==> src/inc/converter_control_cfg.svh <==
`ifndef CONVERTER_CONTROL_CFG_SVH
`define CONVERTER_CONTROL_CFG_SVH

// Register offsets (byte addresses on the serial register port)
`define CONV0_LIMIT_SLEW_ADDR 8'h03
`define CONV1_CONTROL_ADDR 8'h04
`define CONV1_LIMIT_SLEW_ADDR 8'h05
`define CONV0_VOLTAGE_SET_ADDR 8'h06
`define CONV1_VOLTAGE_SET_ADDR 8'h07
`define LINREG0_CONTROL_ADDR 8'h08
`define LINREG1_CONTROL_ADDR 8'h09

// Field positions
`define TURN_ON_BIT 0
`define PIN_GATING_BIT 1
`define DISCHARGE_BIT 2
`define FORCE_PW_BIT 3
`define RAMP_LSB 0
`define LIMIT_LSB 3

// Reset values: discharge bits set, all else zero
`define CONTROL_RESET 8'h04
`define LIMIT_SLEW_RESET 8'h00
`define VOLTAGE_RESET 8'h00

// Code range limits
`define LIMIT_MAX_CODE 3'h5
`define RAMP_MIN_CODE 3'h2
`define VOLT_MIN_CODE 8'h14

`endif

==> src/inc/converter_control_pkg.sv <==
package converter_control_pkg;
	typedef struct packed {
		logic write;
		logic [7:0] addr;
		logic [7:0] wdata;
	} reg_req_t;

	typedef struct packed {
		logic [2:0] current_limit;
		logic [2:0] ramp_code;
		logic [7:0] voltage_code;
		logic force_pulse_width;
		logic discharge_on;
		logic enable;
		logic limit_code_ok;
		logic ramp_code_ok;
		logic voltage_code_ok;
	} conv_ctrl_t;

	typedef struct packed {
		logic discharge_on;
		logic enable;
	} lin_ctrl_t;
endpackage

==> src/hdl/pin_sync.sv <==
`timescale 1ns/1ns
module pin_sync (
	input wire logic clock,
	input wire logic rst,
	input wire logic pin,
	output logic level
);
	typedef struct packed {
		logic [2:0] stage;
		logic level;
	} sync_state_t;

	sync_state_t state_reg;
	sync_state_t state_next;

	always_comb begin
		state_next = state_reg;
		state_next.stage = {state_reg.stage[1:0], pin};
		// Stage 0 feeds only stage 1; a change counts once stages 1 and 2 agree
		if (state_reg.stage[1] == state_reg.stage[2]) begin
			state_next.level = state_reg.stage[2];
		end
	end

	always_ff @(posedge clock) begin
		if (rst) begin
			state_reg <= '0;
		end else begin
			state_reg <= state_next;
		end
	end

	assign level = state_reg.level;
endmodule

==> src/hdl/converter_control_regs.sv <==
`timescale 1ns/1ns
`include "converter_control_cfg.svh"
module converter_control_regs (
	input wire logic clock,
	input wire logic rst,
	input wire converter_control_pkg::reg_req_t req,
	input wire logic req_valid,
	input wire logic enable_pin,
	output logic [7:0] rdata,
	output logic rdata_valid,
	output converter_control_pkg::conv_ctrl_t conv0,
	output converter_control_pkg::conv_ctrl_t conv1,
	output converter_control_pkg::lin_ctrl_t lin0,
	output converter_control_pkg::lin_ctrl_t lin1
);
	import converter_control_pkg::*;

	typedef struct packed {
		logic [7:0] conv0_limit_slew;
		logic [7:0] conv1_control;
		logic [7:0] conv1_limit_slew;
		logic [7:0] conv0_voltage_set;
		logic [7:0] conv1_voltage_set;
		logic [7:0] linreg0_control;
		logic [7:0] linreg1_control;
		logic [7:0] rdata;
		logic rdata_valid;
		conv_ctrl_t conv0;
		conv_ctrl_t conv1;
		lin_ctrl_t lin0;
		lin_ctrl_t lin1;
	} regs_state_t;

	regs_state_t state_reg;
	regs_state_t state_next;
	logic pin_level;

	pin_sync pin_sync_inst (
		.clock(clock),
		.rst(rst),
		.pin(enable_pin),
		.level(pin_level)
	);

	function automatic logic gated_enable(input logic [7:0] ctrl, input logic pin);
		logic on;
		on = ctrl[`TURN_ON_BIT];
		if (ctrl[`PIN_GATING_BIT]) begin
			on = on & pin;
		end
		return on;
	endfunction

	function automatic conv_ctrl_t decode_conv(input logic [7:0] ls, input logic [7:0] volt,
			input logic [7:0] ctrl, input logic pin);
		conv_ctrl_t c;
		c.current_limit = ls[`LIMIT_LSB +: 3];
		c.ramp_code = ls[`RAMP_LSB +: 3];
		c.voltage_code = volt;
		c.force_pulse_width = ctrl[`FORCE_PW_BIT];
		c.discharge_on = ctrl[`DISCHARGE_BIT];
		c.enable = gated_enable(ctrl, pin);
		// Reserved codes are passed through but flagged so the analog side can hold its last good setting
		c.limit_code_ok = (ls[`LIMIT_LSB +: 3] <= `LIMIT_MAX_CODE);
		c.ramp_code_ok = (ls[`RAMP_LSB +: 3] >= `RAMP_MIN_CODE);
		c.voltage_code_ok = (volt >= `VOLT_MIN_CODE);
		return c;
	endfunction

	always_comb begin
		state_next = state_reg;
		state_next.rdata_valid = 1'b0;
		if (req_valid && req.write) begin
			// Any register may change while running; new codes reach the outputs two cycles after the write
			unique case (req.addr)
				`CONV0_LIMIT_SLEW_ADDR: begin
					state_next.conv0_limit_slew = req.wdata;
				end
				`CONV1_CONTROL_ADDR: begin
					state_next.conv1_control = req.wdata;
				end
				`CONV1_LIMIT_SLEW_ADDR: begin
					state_next.conv1_limit_slew = req.wdata;
				end
				`CONV0_VOLTAGE_SET_ADDR: begin
					state_next.conv0_voltage_set = req.wdata;
				end
				`CONV1_VOLTAGE_SET_ADDR: begin
					state_next.conv1_voltage_set = req.wdata;
				end
				`LINREG0_CONTROL_ADDR: begin
					state_next.linreg0_control = req.wdata;
				end
				`LINREG1_CONTROL_ADDR: begin
					state_next.linreg1_control = req.wdata;
				end
				default: begin
					state_next.rdata = state_reg.rdata;
				end
			endcase
		end else if (req_valid) begin
			state_next.rdata_valid = 1'b1;
			// Unmapped addresses read as zero
			unique case (req.addr)
				`CONV0_LIMIT_SLEW_ADDR: state_next.rdata = state_reg.conv0_limit_slew;
				`CONV1_CONTROL_ADDR: state_next.rdata = state_reg.conv1_control;
				`CONV1_LIMIT_SLEW_ADDR: state_next.rdata = state_reg.conv1_limit_slew;
				`CONV0_VOLTAGE_SET_ADDR: state_next.rdata = state_reg.conv0_voltage_set;
				`CONV1_VOLTAGE_SET_ADDR: state_next.rdata = state_reg.conv1_voltage_set;
				`LINREG0_CONTROL_ADDR: state_next.rdata = state_reg.linreg0_control;
				`LINREG1_CONTROL_ADDR: state_next.rdata = state_reg.linreg1_control;
				default: state_next.rdata = 8'h00;
			endcase
		end
		// Converter 0 control-1 is not held here, so it runs from its enable pin alone
		state_next.conv0 = decode_conv(state_reg.conv0_limit_slew, state_reg.conv0_voltage_set,
			8'h00, pin_level);
		state_next.conv0.enable = pin_level;
		state_next.conv0.discharge_on = 1'b1;
		state_next.conv1 = decode_conv(state_reg.conv1_limit_slew, state_reg.conv1_voltage_set,
			state_reg.conv1_control, pin_level);
		state_next.lin0.discharge_on = state_reg.linreg0_control[`DISCHARGE_BIT];
		state_next.lin0.enable = gated_enable(state_reg.linreg0_control, pin_level);
		state_next.lin1.discharge_on = state_reg.linreg1_control[`DISCHARGE_BIT];
		state_next.lin1.enable = gated_enable(state_reg.linreg1_control, pin_level);
	end

	always_ff @(posedge clock) begin
		if (rst) begin
			state_reg <= '0;
			state_reg.conv0_limit_slew <= `LIMIT_SLEW_RESET;
			state_reg.conv1_limit_slew <= `LIMIT_SLEW_RESET;
			state_reg.conv1_control <= `CONTROL_RESET;
			state_reg.linreg0_control <= `CONTROL_RESET;
			state_reg.linreg1_control <= `CONTROL_RESET;
			state_reg.conv0_voltage_set <= `VOLTAGE_RESET;
			state_reg.conv1_voltage_set <= `VOLTAGE_RESET;
		end else begin
			state_reg <= state_next;
		end
	end

	assign rdata = state_reg.rdata;
	assign rdata_valid = state_reg.rdata_valid;
	assign conv0 = state_reg.conv0;
	assign conv1 = state_reg.conv1;
	assign lin0 = state_reg.lin0;
	assign lin1 = state_reg.lin1;
endmodule

==> config.mk <==
export PLATFORM = sky130hd
export DESIGN_NAME = converter_control_regs
export DESIGN_NICKNAME = d
export VERILOG_FILES = /design/src/inc/converter_control_pkg.sv /design/src/hdl/pin_sync.sv /design/src/hdl/converter_control_regs.sv
export VERILOG_INCLUDE_DIRS = /design/src /design/src/inc
export SDC_FILE = /design/constraint.sdc
export NUM_CORES = 1
export LEC_CHECK = 0
export BUFFER_PORTS_ARGS = -buffer_cell sky130_fd_sc_hd__buf_2
export CAP_MARGIN = 40
export CORE_MARGIN = 10
export CORE_UTILIZATION = 56
export DETAILED_ROUTE_END_ITERATION = 10
export PLACE_DENSITY = 0.79
export SKIP_CTS_REPAIR_TIMING = 1
export SLEW_MARGIN = 20
export SYNTH_ARGS = -nofsm -noshare
export SYNTH_HDL_FRONTEND = slang
export SYNTH_SLANG_ARGS = --single-unit
==> constraint.sdc <==
create_clock -name clock -period 2.6 [get_ports clock]
set_input_delay 0.52 -clock clock [delete_from_list [all_inputs] [get_ports clock]]
set_output_delay 0.52 -clock clock [all_outputs]
set_load 0.005 [all_outputs]
# ---- After elaboration in Yosys (flattened, before gate mapping)
# Cells that the tools add are included.
dict set report word_totals {
  out_inout_bits 53
  wordCells 67
  register_bits 113
  rom_bits 0
  memories 0
  ramBits 0
  latch_bits 0
}
dict set report op_classes {
  n_reduce_logical 10
  order_cmp 6
  muxes 6
  shift 0
  n_eq_ne 8
  mul 0
  div 0
  bitwise_logic 4
  add_sub_neg 0
}
# cell count
set ops {}
lappend ops {{$pmux W8 S7} 1}
lappend ops {{$eq A8 B3 Y1 const B} 4}
lappend ops {{$mux W29} 1}
lappend ops {{$eq A8 B4 Y1 const B} 2}
lappend ops {{$ge A8 B5 Y1 const B} 2}
lappend ops {{$reduce_and A2 Y1} 8}
lappend ops {{$eq A8 B2 Y1 const B} 1}
lappend ops {{$ge A3 B2 Y1 const B} 2}
lappend ops {{$le A3 B3 Y1 const B} 2}
lappend ops {{$mux W1} 4}
lappend ops {{$and A1 B1 Y1} 3}
lappend ops {{$reduce_or A2 Y1} 1}
lappend ops {{$eq A1 B1 Y1} 1}
lappend ops {{$logic_and A1 B1 Y1} 1}
lappend ops {{$not A1 Y1} 1}

# ---- Depth between registers and ports, before layout
# Gate-level depths: netlist of the first run.
dict set report logic_depth {
  ltp_word 3
  depth_mapped 7
  ltp_nobuf 4
}

# ---- Modules after synthesis
# A second synthesis of the first run with hierarchy kept.
dict set report unflattened {
  cells_unflattened 441
  area_unflattened_um2 4499.3
}
# module n_inst cells_each area_per_inst_um2
set modules_own_cells {}
lappend modules_own_cells {converter_control_regs 1 431 4386.7}
lappend modules_own_cells {pin_sync 1 10 112.6}

# ---- Least setup slack after synthesis of the first run
# No wires, ideal clock.
dict set report synth_timing {
  path_type {input -> register}
  start {in req[15] (netlist name)}
  end {reg state_reg, in the netlist state_next[38]}
  t_arrival_ns 2.069
  cell_stages 5
  path_slack_ns 0.401
  required_time_ns 2.470
  n_path_buf 1
  cell_sequence {or4_4 buf_6 nor4_4 mux2i_1 nor2_2}
}
dict set report synth_via {
  elab_chain_cells 2
}
# element line
set synth_rtl {}
lappend synth_rtl {{from (decl)} converter_control_regs.sv:6} ;# input wire converter_control_pkg::reg_req_t req,
lappend synth_rtl {{$eq A8 B2 Y1} converter_control_regs.sv:75} ;# unique case (req.addr)
lappend synth_rtl {{$reduce_and A2 Y1 (no source line)} --}
lappend synth_rtl {{to (signal assigned)} converter_control_regs.sv:139} ;# state_reg <= state_next;
lappend synth_rtl {{to (decl)} converter_control_regs.sv:34} ;# regs_state_t state_reg;
# Every way passes these cells.
# A chain may end at the register's enable or synchronous reset.

# ---- Final worst setup path of the first run
dict set report layout_timing {
  start {in req[15] (netlist name)}
  end {reg state_reg[53] (netlist name)}
}
dict set report layout_via {
  elab_chain_cells 2
}
# element line
set layout_rtl {}
lappend layout_rtl {{$eq A8 B4 Y1} converter_control_regs.sv:75}
lappend layout_rtl {{$reduce_and A2 Y1 (no source line)} --}
# Every way passes these cells.

==> impl_metrics.env, run 1 <==
export IMPL_min_delay_start="enable_pin"
export IMPL_fin_setup_tns_ns=0
export IMPL_grt_max_degree=36
export IMPL_firstDrtPassIters=4
export IMPL_vias=3209
export IMPL_largest_register_ffs=32
export IMPL_cts_max_path_buffers=2
export IMPL_fmax_mhz=501.6
export IMPL_cts_sinks=112
export IMPL_antennaDiodeCount=0
export IMPL_clk_latency_ns=0.37
export IMPL_crit_arrival_ns=2.22
export IMPL_ys_ff_latch=112
export IMPL_vias_per_cell=5.476
export IMPL_grt_pass1_vias=3136
export IMPL_drt_initial_drc_count=247
export IMPL_maxSlewViolCount=0
export IMPL_ir_worst_vdd_mv=0.3287
export IMPL_grtUsageMet2_pct=26.14
export IMPL_worstMarginPinSlew_ns=0.6540
export IMPL_grtUsageMet3_pct=4.762
export IMPL_dp_hpwl_um=7239
export IMPL_synthCells=454
export IMPL_holdPathStages=2
export IMPL_drive_gt1_share_pct=25.36
export IMPL_routedWlPerCell_um=16.48
export IMPL_numCtsBuffers=9
export IMPL_wirelength_um=9660
export IMPL_synth_top_area_share_pct=48.50
export IMPL_outcome="complete, no violations"
export IMPL_syn2layout_area_growth_pct=6.549
export IMPL_antenna_found_initial=0
export IMPL_io_buffers=72
export IMPL_skew_ns=0.009999
export IMPL_drc_errors=0
export IMPL_gp_congestion=0.8626
export IMPL_worstSetupStartpointType="primary input"
export IMPL_nets=497
export IMPL_synthArstFlopShare_pct=0
export IMPL_crit_required_ns=2.83
export IMPL_cts_root_buf="clkbuf_8"
export IMPL_hp_class="in -> reg"
export IMPL_cts_tree="done"
export IMPL_crit_path_end_kind="flip-flop"
export IMPL_gr_usage_met1_pct=17.70
export IMPL_cts_reportedPaths_clkPinSlew_ns=0.10
export IMPL_synth_seq_area_share_pct=48.50
export IMPL_num_rows=33
export IMPL_rrSetupSlack_ns=1.25
export IMPL_min_period_over_period_pct=76.68
export IMPL_grt_setup_unrepaired="no"
export IMPL_ant_nets=0
export IMPL_rr_endpoint="conv0[0]"
export IMPL_synth_most_common_cell="dfxtp_1"
export IMPL_synth_edf_count=0
export IMPL_r2r_cells=3
export IMPL_die_y_um=110.9
export IMPL_die_x_um=110.9
export IMPL_gr_total_overflow=0
export IMPL_ys_types=43
export IMPL_final_util_pct=60.56
export IMPL_critPathKind="in -> reg"
export IMPL_grt_usage_pct=15.55
export IMPL_p_leak_nw=2.105
export IMPL_cap_violations=0
export IMPL_core_area_um2=8134
export IMPL_hold_viol=0
export IMPL_start_util_pct=56.84
export IMPL_power_mw=2.861
export IMPL_ys_top_cells_by_count="112 x dfxtp_1, 63 x mux2i_1, 54 x nor2_1"
export IMPL_crit_fanout=8
export IMPL_grt_pass1_wl_um=15760
export IMPL_hold_path_endpoint="pin_sync_inst.state_next[2]"
export IMPL_syn_avg_cell_area_um2=10.18
export IMPL_syn_num_nets=475
export IMPL_reg2reg_from="state_next[34]"
export IMPL_holdWs_ns=0.3536
export IMPL_grt_busiest_layer="met2"
export IMPL_synth_flop_cell="dfxtp_1"
export IMPL_ys_warn_count=0
export IMPL_slew_headroom_pct=56.40
export IMPL_synthTopCellsByArea="dfxtp_1 48%, mux2i_1 14%, buf_4 8.4%"
export IMPL_synth_top_cell_by_area="dfxtp_1"
export IMPL_netlist_area_um2=4623
export IMPL_die_area_um2=12290
export IMPL_setup_violations=0
export IMPL_h_tree_depth=3
export IMPL_min_period_ns=1.994
export IMPL_p_per_area_nw_per_um2=580.8
export IMPL_ioPinCount=74
-- metal layers --
metal,share of wire [%],wire (um)
met1,40,3902
met2,51,4893
met3,7.2,700
met4,1.7,163
met5,0,0
-- stage by stage --
step                worst slack (ns)  cell area (um^2)  cells
detailed placement            0.2335              4740    570
global placement              0.2883              4740    570
floorplan                     0.4014              4623    454
CTS                           0.6269              4926    586
finish                        0.6063              4926    586
global route                  0.5568              4926    586
-- critical path: stages --
cell	delay (ns)
buf_2	0.10
or4_4	0.57
or4_1	0.73
mux2i_1	0.25
nor2_1	0.06
-- power breakdown --
group | switching [mW] | internal (mW)
clock network | 0.596 | 0.387
logic | 0.104 | 0.0486
registers | 0.00238 | 1.72
-- area by class of cell --
cell class	count	area, um^2
Clock inverter	6	48.80
Multi-Input combinational cell	261	1871
Fill cell	665	3208
Clock buffer	10	137.6
Inverter	4	15.01
Timing Repair Buffer	88	480.5
Sequential cell	112	2242
Tap cell	105	131.4
-- how the worst max path moves through the flow --
stage,startpoint,end,slack (ns),cells after the start
finish,req[15],state_reg[53],0.61,5
global route,req[15],state_reg[58],0.56,5
CTS,req[15],state_reg[54],0.63,5
detailed placement,req[15],state_reg[54],0.23,5
global placement,req[15],state_reg[62],0.29,5
floorplan,req[15],state_next[38],0.40,5
-- cells by family after synthesis --
logic type | after synthesis | synth area share, %
and+or+nand+nor | 144 | 17.73
DFF | 112 | 48.50
buffers and inverters | 81 | 11.04
muxes | 64 | 13.88
AOI/OAI and AO/OA | 52 | 8.769
other | 1 | 0.08111
-- layout by cell type (no fill, tap or decap), drive strengths merged, types with 6 or more instances in the layout --
cell type  Yosys  layout
buf           60      88
a21oi          8       8
a221oi         6       6
nor2          59      59
nand2         10      10
a221o         10      10
dfxtp        112     112
clkbuf        17      10
inv            4       7
mux2i         63      63
nor3           6       6
o21ai          7       7
nor2b         41      41
Note: power is estimated with default switching activity, not from simulation.
==> inputs of run 2 (changes only) <==
==> constraint.sdc (replaced) <==
create_clock -name clock -period 2 [get_ports clock]
set_input_delay 0.4 -clock clock [delete_from_list [all_inputs] [get_ports clock]]
set_output_delay 0.4 -clock clock [all_outputs]
set_load 0.005 [all_outputs]
==> run 2 against run 1 <==
Compared with the run above:
- clock skew grew 0.0011 ns
- sequential power rose by 29%
- largest cell class unchanged
- highest routed layer unchanged
- critical endpoint is now state_next[3]
- clock power rose by 39%
==> impl_metrics.env, run 2 (synthesized netlist as in run 1, its figures left out) <==
export IMPL_outcome="complete, no violations"
export IMPL_routedWlPerCell_um=17.10
export IMPL_gr_total_overflow=0
export IMPL_ir_worst_vdd_mv=0.3917
export IMPL_crit_path_end_kind="flip-flop"
export IMPL_hold_viol=0
export IMPL_critPathKind="in -> reg"
export IMPL_grt_max_degree=27
export IMPL_ioPinCount=74
export IMPL_wirelength_um=10240
export IMPL_crit_required_ns=2.27
export IMPL_place_area_um2=4890
export IMPL_cp_cell_sequence="buf_2 > or4_4 > or4_1 > buf_4 > mux2i_1 > nand2_1"
export IMPL_numCtsBuffers=9
export IMPL_switching_share_pct=23.26
export IMPL_skew_ns=0.01107
export IMPL_firstDrtPassIters=6
export IMPL_core_area_um2=8134
export IMPL_crit_fanout=6
export IMPL_min_period_over_period_pct=86.98
export IMPL_nets=510
export IMPL_worstSetupStartpointType="primary input"
export IMPL_cap_violations=0
export IMPL_start_util_pct=56.84
export IMPL_ff_latch_area_um2=2242
export IMPL_p_comb_share_pct=5.7
export IMPL_die_x_um=110.9
export IMPL_vias=3248
export IMPL_gp_congestion=0.8803
export IMPL_cts_max_path_buffers=2
export IMPL_placed_cells=583
export IMPL_power_mw=3.829
export IMPL_p_seq_share_pct=58.6
export IMPL_switching_power_mw=0.8907
export IMPL_grt_setup_unrepaired="no"
export IMPL_drc_errors=0
export IMPL_num_rows=33
export IMPL_intPower_mw=2.938
export IMPL_drive_gt1_share_pct=27.13
export IMPL_fin_setup_tns_ns=0
export IMPL_final_common_cell="dfxtp_1"
export IMPL_path_buf_inv=2
export IMPL_grt_usage_pct=16.62
export IMPL_hp_class="in -> reg"
export IMPL_final_cells=599
export IMPL_cts_sinks=112
export IMPL_cts_tree="done"
export IMPL_min_period_ns=1.740
export IMPL_syn2layout_area_growth_pct=10.20
export IMPL_setup_violations=0
export IMPL_p_clk_share_pct=35.7
export IMPL_nFillCells=687
export IMPL_cts_reportedPaths_clkPinSlew_ns=0.09
export IMPL_finish_instance_area_um2=5095
export IMPL_grt_pass1_wl_um=16880
export IMPL_drt_initial_drc_count=187
export IMPL_p_per_area_nw_per_um2=751.5
export IMPL_die_y_um=110.9
export IMPL_ant_nets=0
export IMPL_dp_hpwl_um=7577
export IMPL_h_tree_depth=3
export IMPL_vias_per_cell=5.422
export IMPL_grt_pass1_vias=3395
export IMPL_crit_arrival_ns=2.01
export IMPL_fmax_mhz=574.9
export IMPL_crit_slowest_cell="or4_4"
export IMPL_multiInputGateArea_um2=1873
export IMPL_die_area_um2=12290
export IMPL_cp_top_family="simple AND/OR/NAND/NOR gates"
export IMPL_io_buffers=72
export IMPL_p_leak_nw=2.188
export IMPL_antennaDiodeCount=0
export IMPL_cts_root_buf="clkbuf_8"
export IMPL_antenna_found_initial=0
export IMPL_largest_register_ffs=32
export IMPL_maxSlewViolCount=0
export IMPL_cp_slowest_stage_delay_ns=0.57
export IMPL_clk_latency_ns=0.37
export IMPL_final_cell_mix="112 x dfxtp_1, 72 x buf_2, 63 x mux2i_1, 54 x nor2_1, 41 x nor2b_1"
==> run 2: final timing paths <==
kind / start / end / slack [ns] / cells past startpoint
hold reg to reg: pin_sync_inst.state_next[2] / pin_sync_inst.state_next[3] / 0.45 / 1
setup reg to reg: state_next[34] / conv0[0] / 0.70 / 3
setup / recovery: req[15] / state_next[3] / 0.26 / 6
hold / removal: enable_pin / pin_sync_inst.state_next[2] / 0.25 / 2
==> run 2: metal layers <==
| layer | share of wire (%) | vias up | GRT usage, % |
|---|---|---|---|
| li1 | - | 1590 | - |
| met1 | 43 | 1541 | 19.34 |
| met2 | 48 | 91 | 27.16 |
| met3 | 5.7 | 26 | 4.708 |
| met4 | 3.0 | 0 | 8.594 |
| met5 | 0 | - | 0 |
==> run 2: worst reg2reg max path, stage by stage, from the launching register on <==
cell,delay [ns]
dfxtp_1,0.35
nor2b_1,0.15
o21ai_0,0.09
or4b_2,0.60
==> run 2: power by group through the flow <==
stage	logic [mW]	registers [mW]	clock network [mW]
final	0.219	2.24	1.37
after global routing	0.236	2.24	1.47
after CTS	0.218	2.24	1.39
after detailed placement	0.216	2.29	0
after global placement	0.213	2.29	0
after floorplan	0.125	2.29	0
==> run 2: area by class of cell <==
class,instances,share of cell area (%)
Clock buffer,11,2.775
Clock inverter,5,1.252
Inverter,4,0.2947
Multi-Input combinational cell,261,36.76
Sequential cell,112,44.01
Tap cell,105,2.579
Timing Repair Buffer,101,12.33
==> run 2: per-stage QoR <==
stage	setup slack [ns]	util [%]	hold WS, ns
final	0.2604	62.64	0.2453
after global routing	0.2280	62.64	0.2626
after CTS	0.2707	62.64	0.2409
after detailed placement	-0.1069	60.11	0.4294
after global placement	-0.06759	60.11	0.4322
after floorplan	-0.03720	-	0.4138
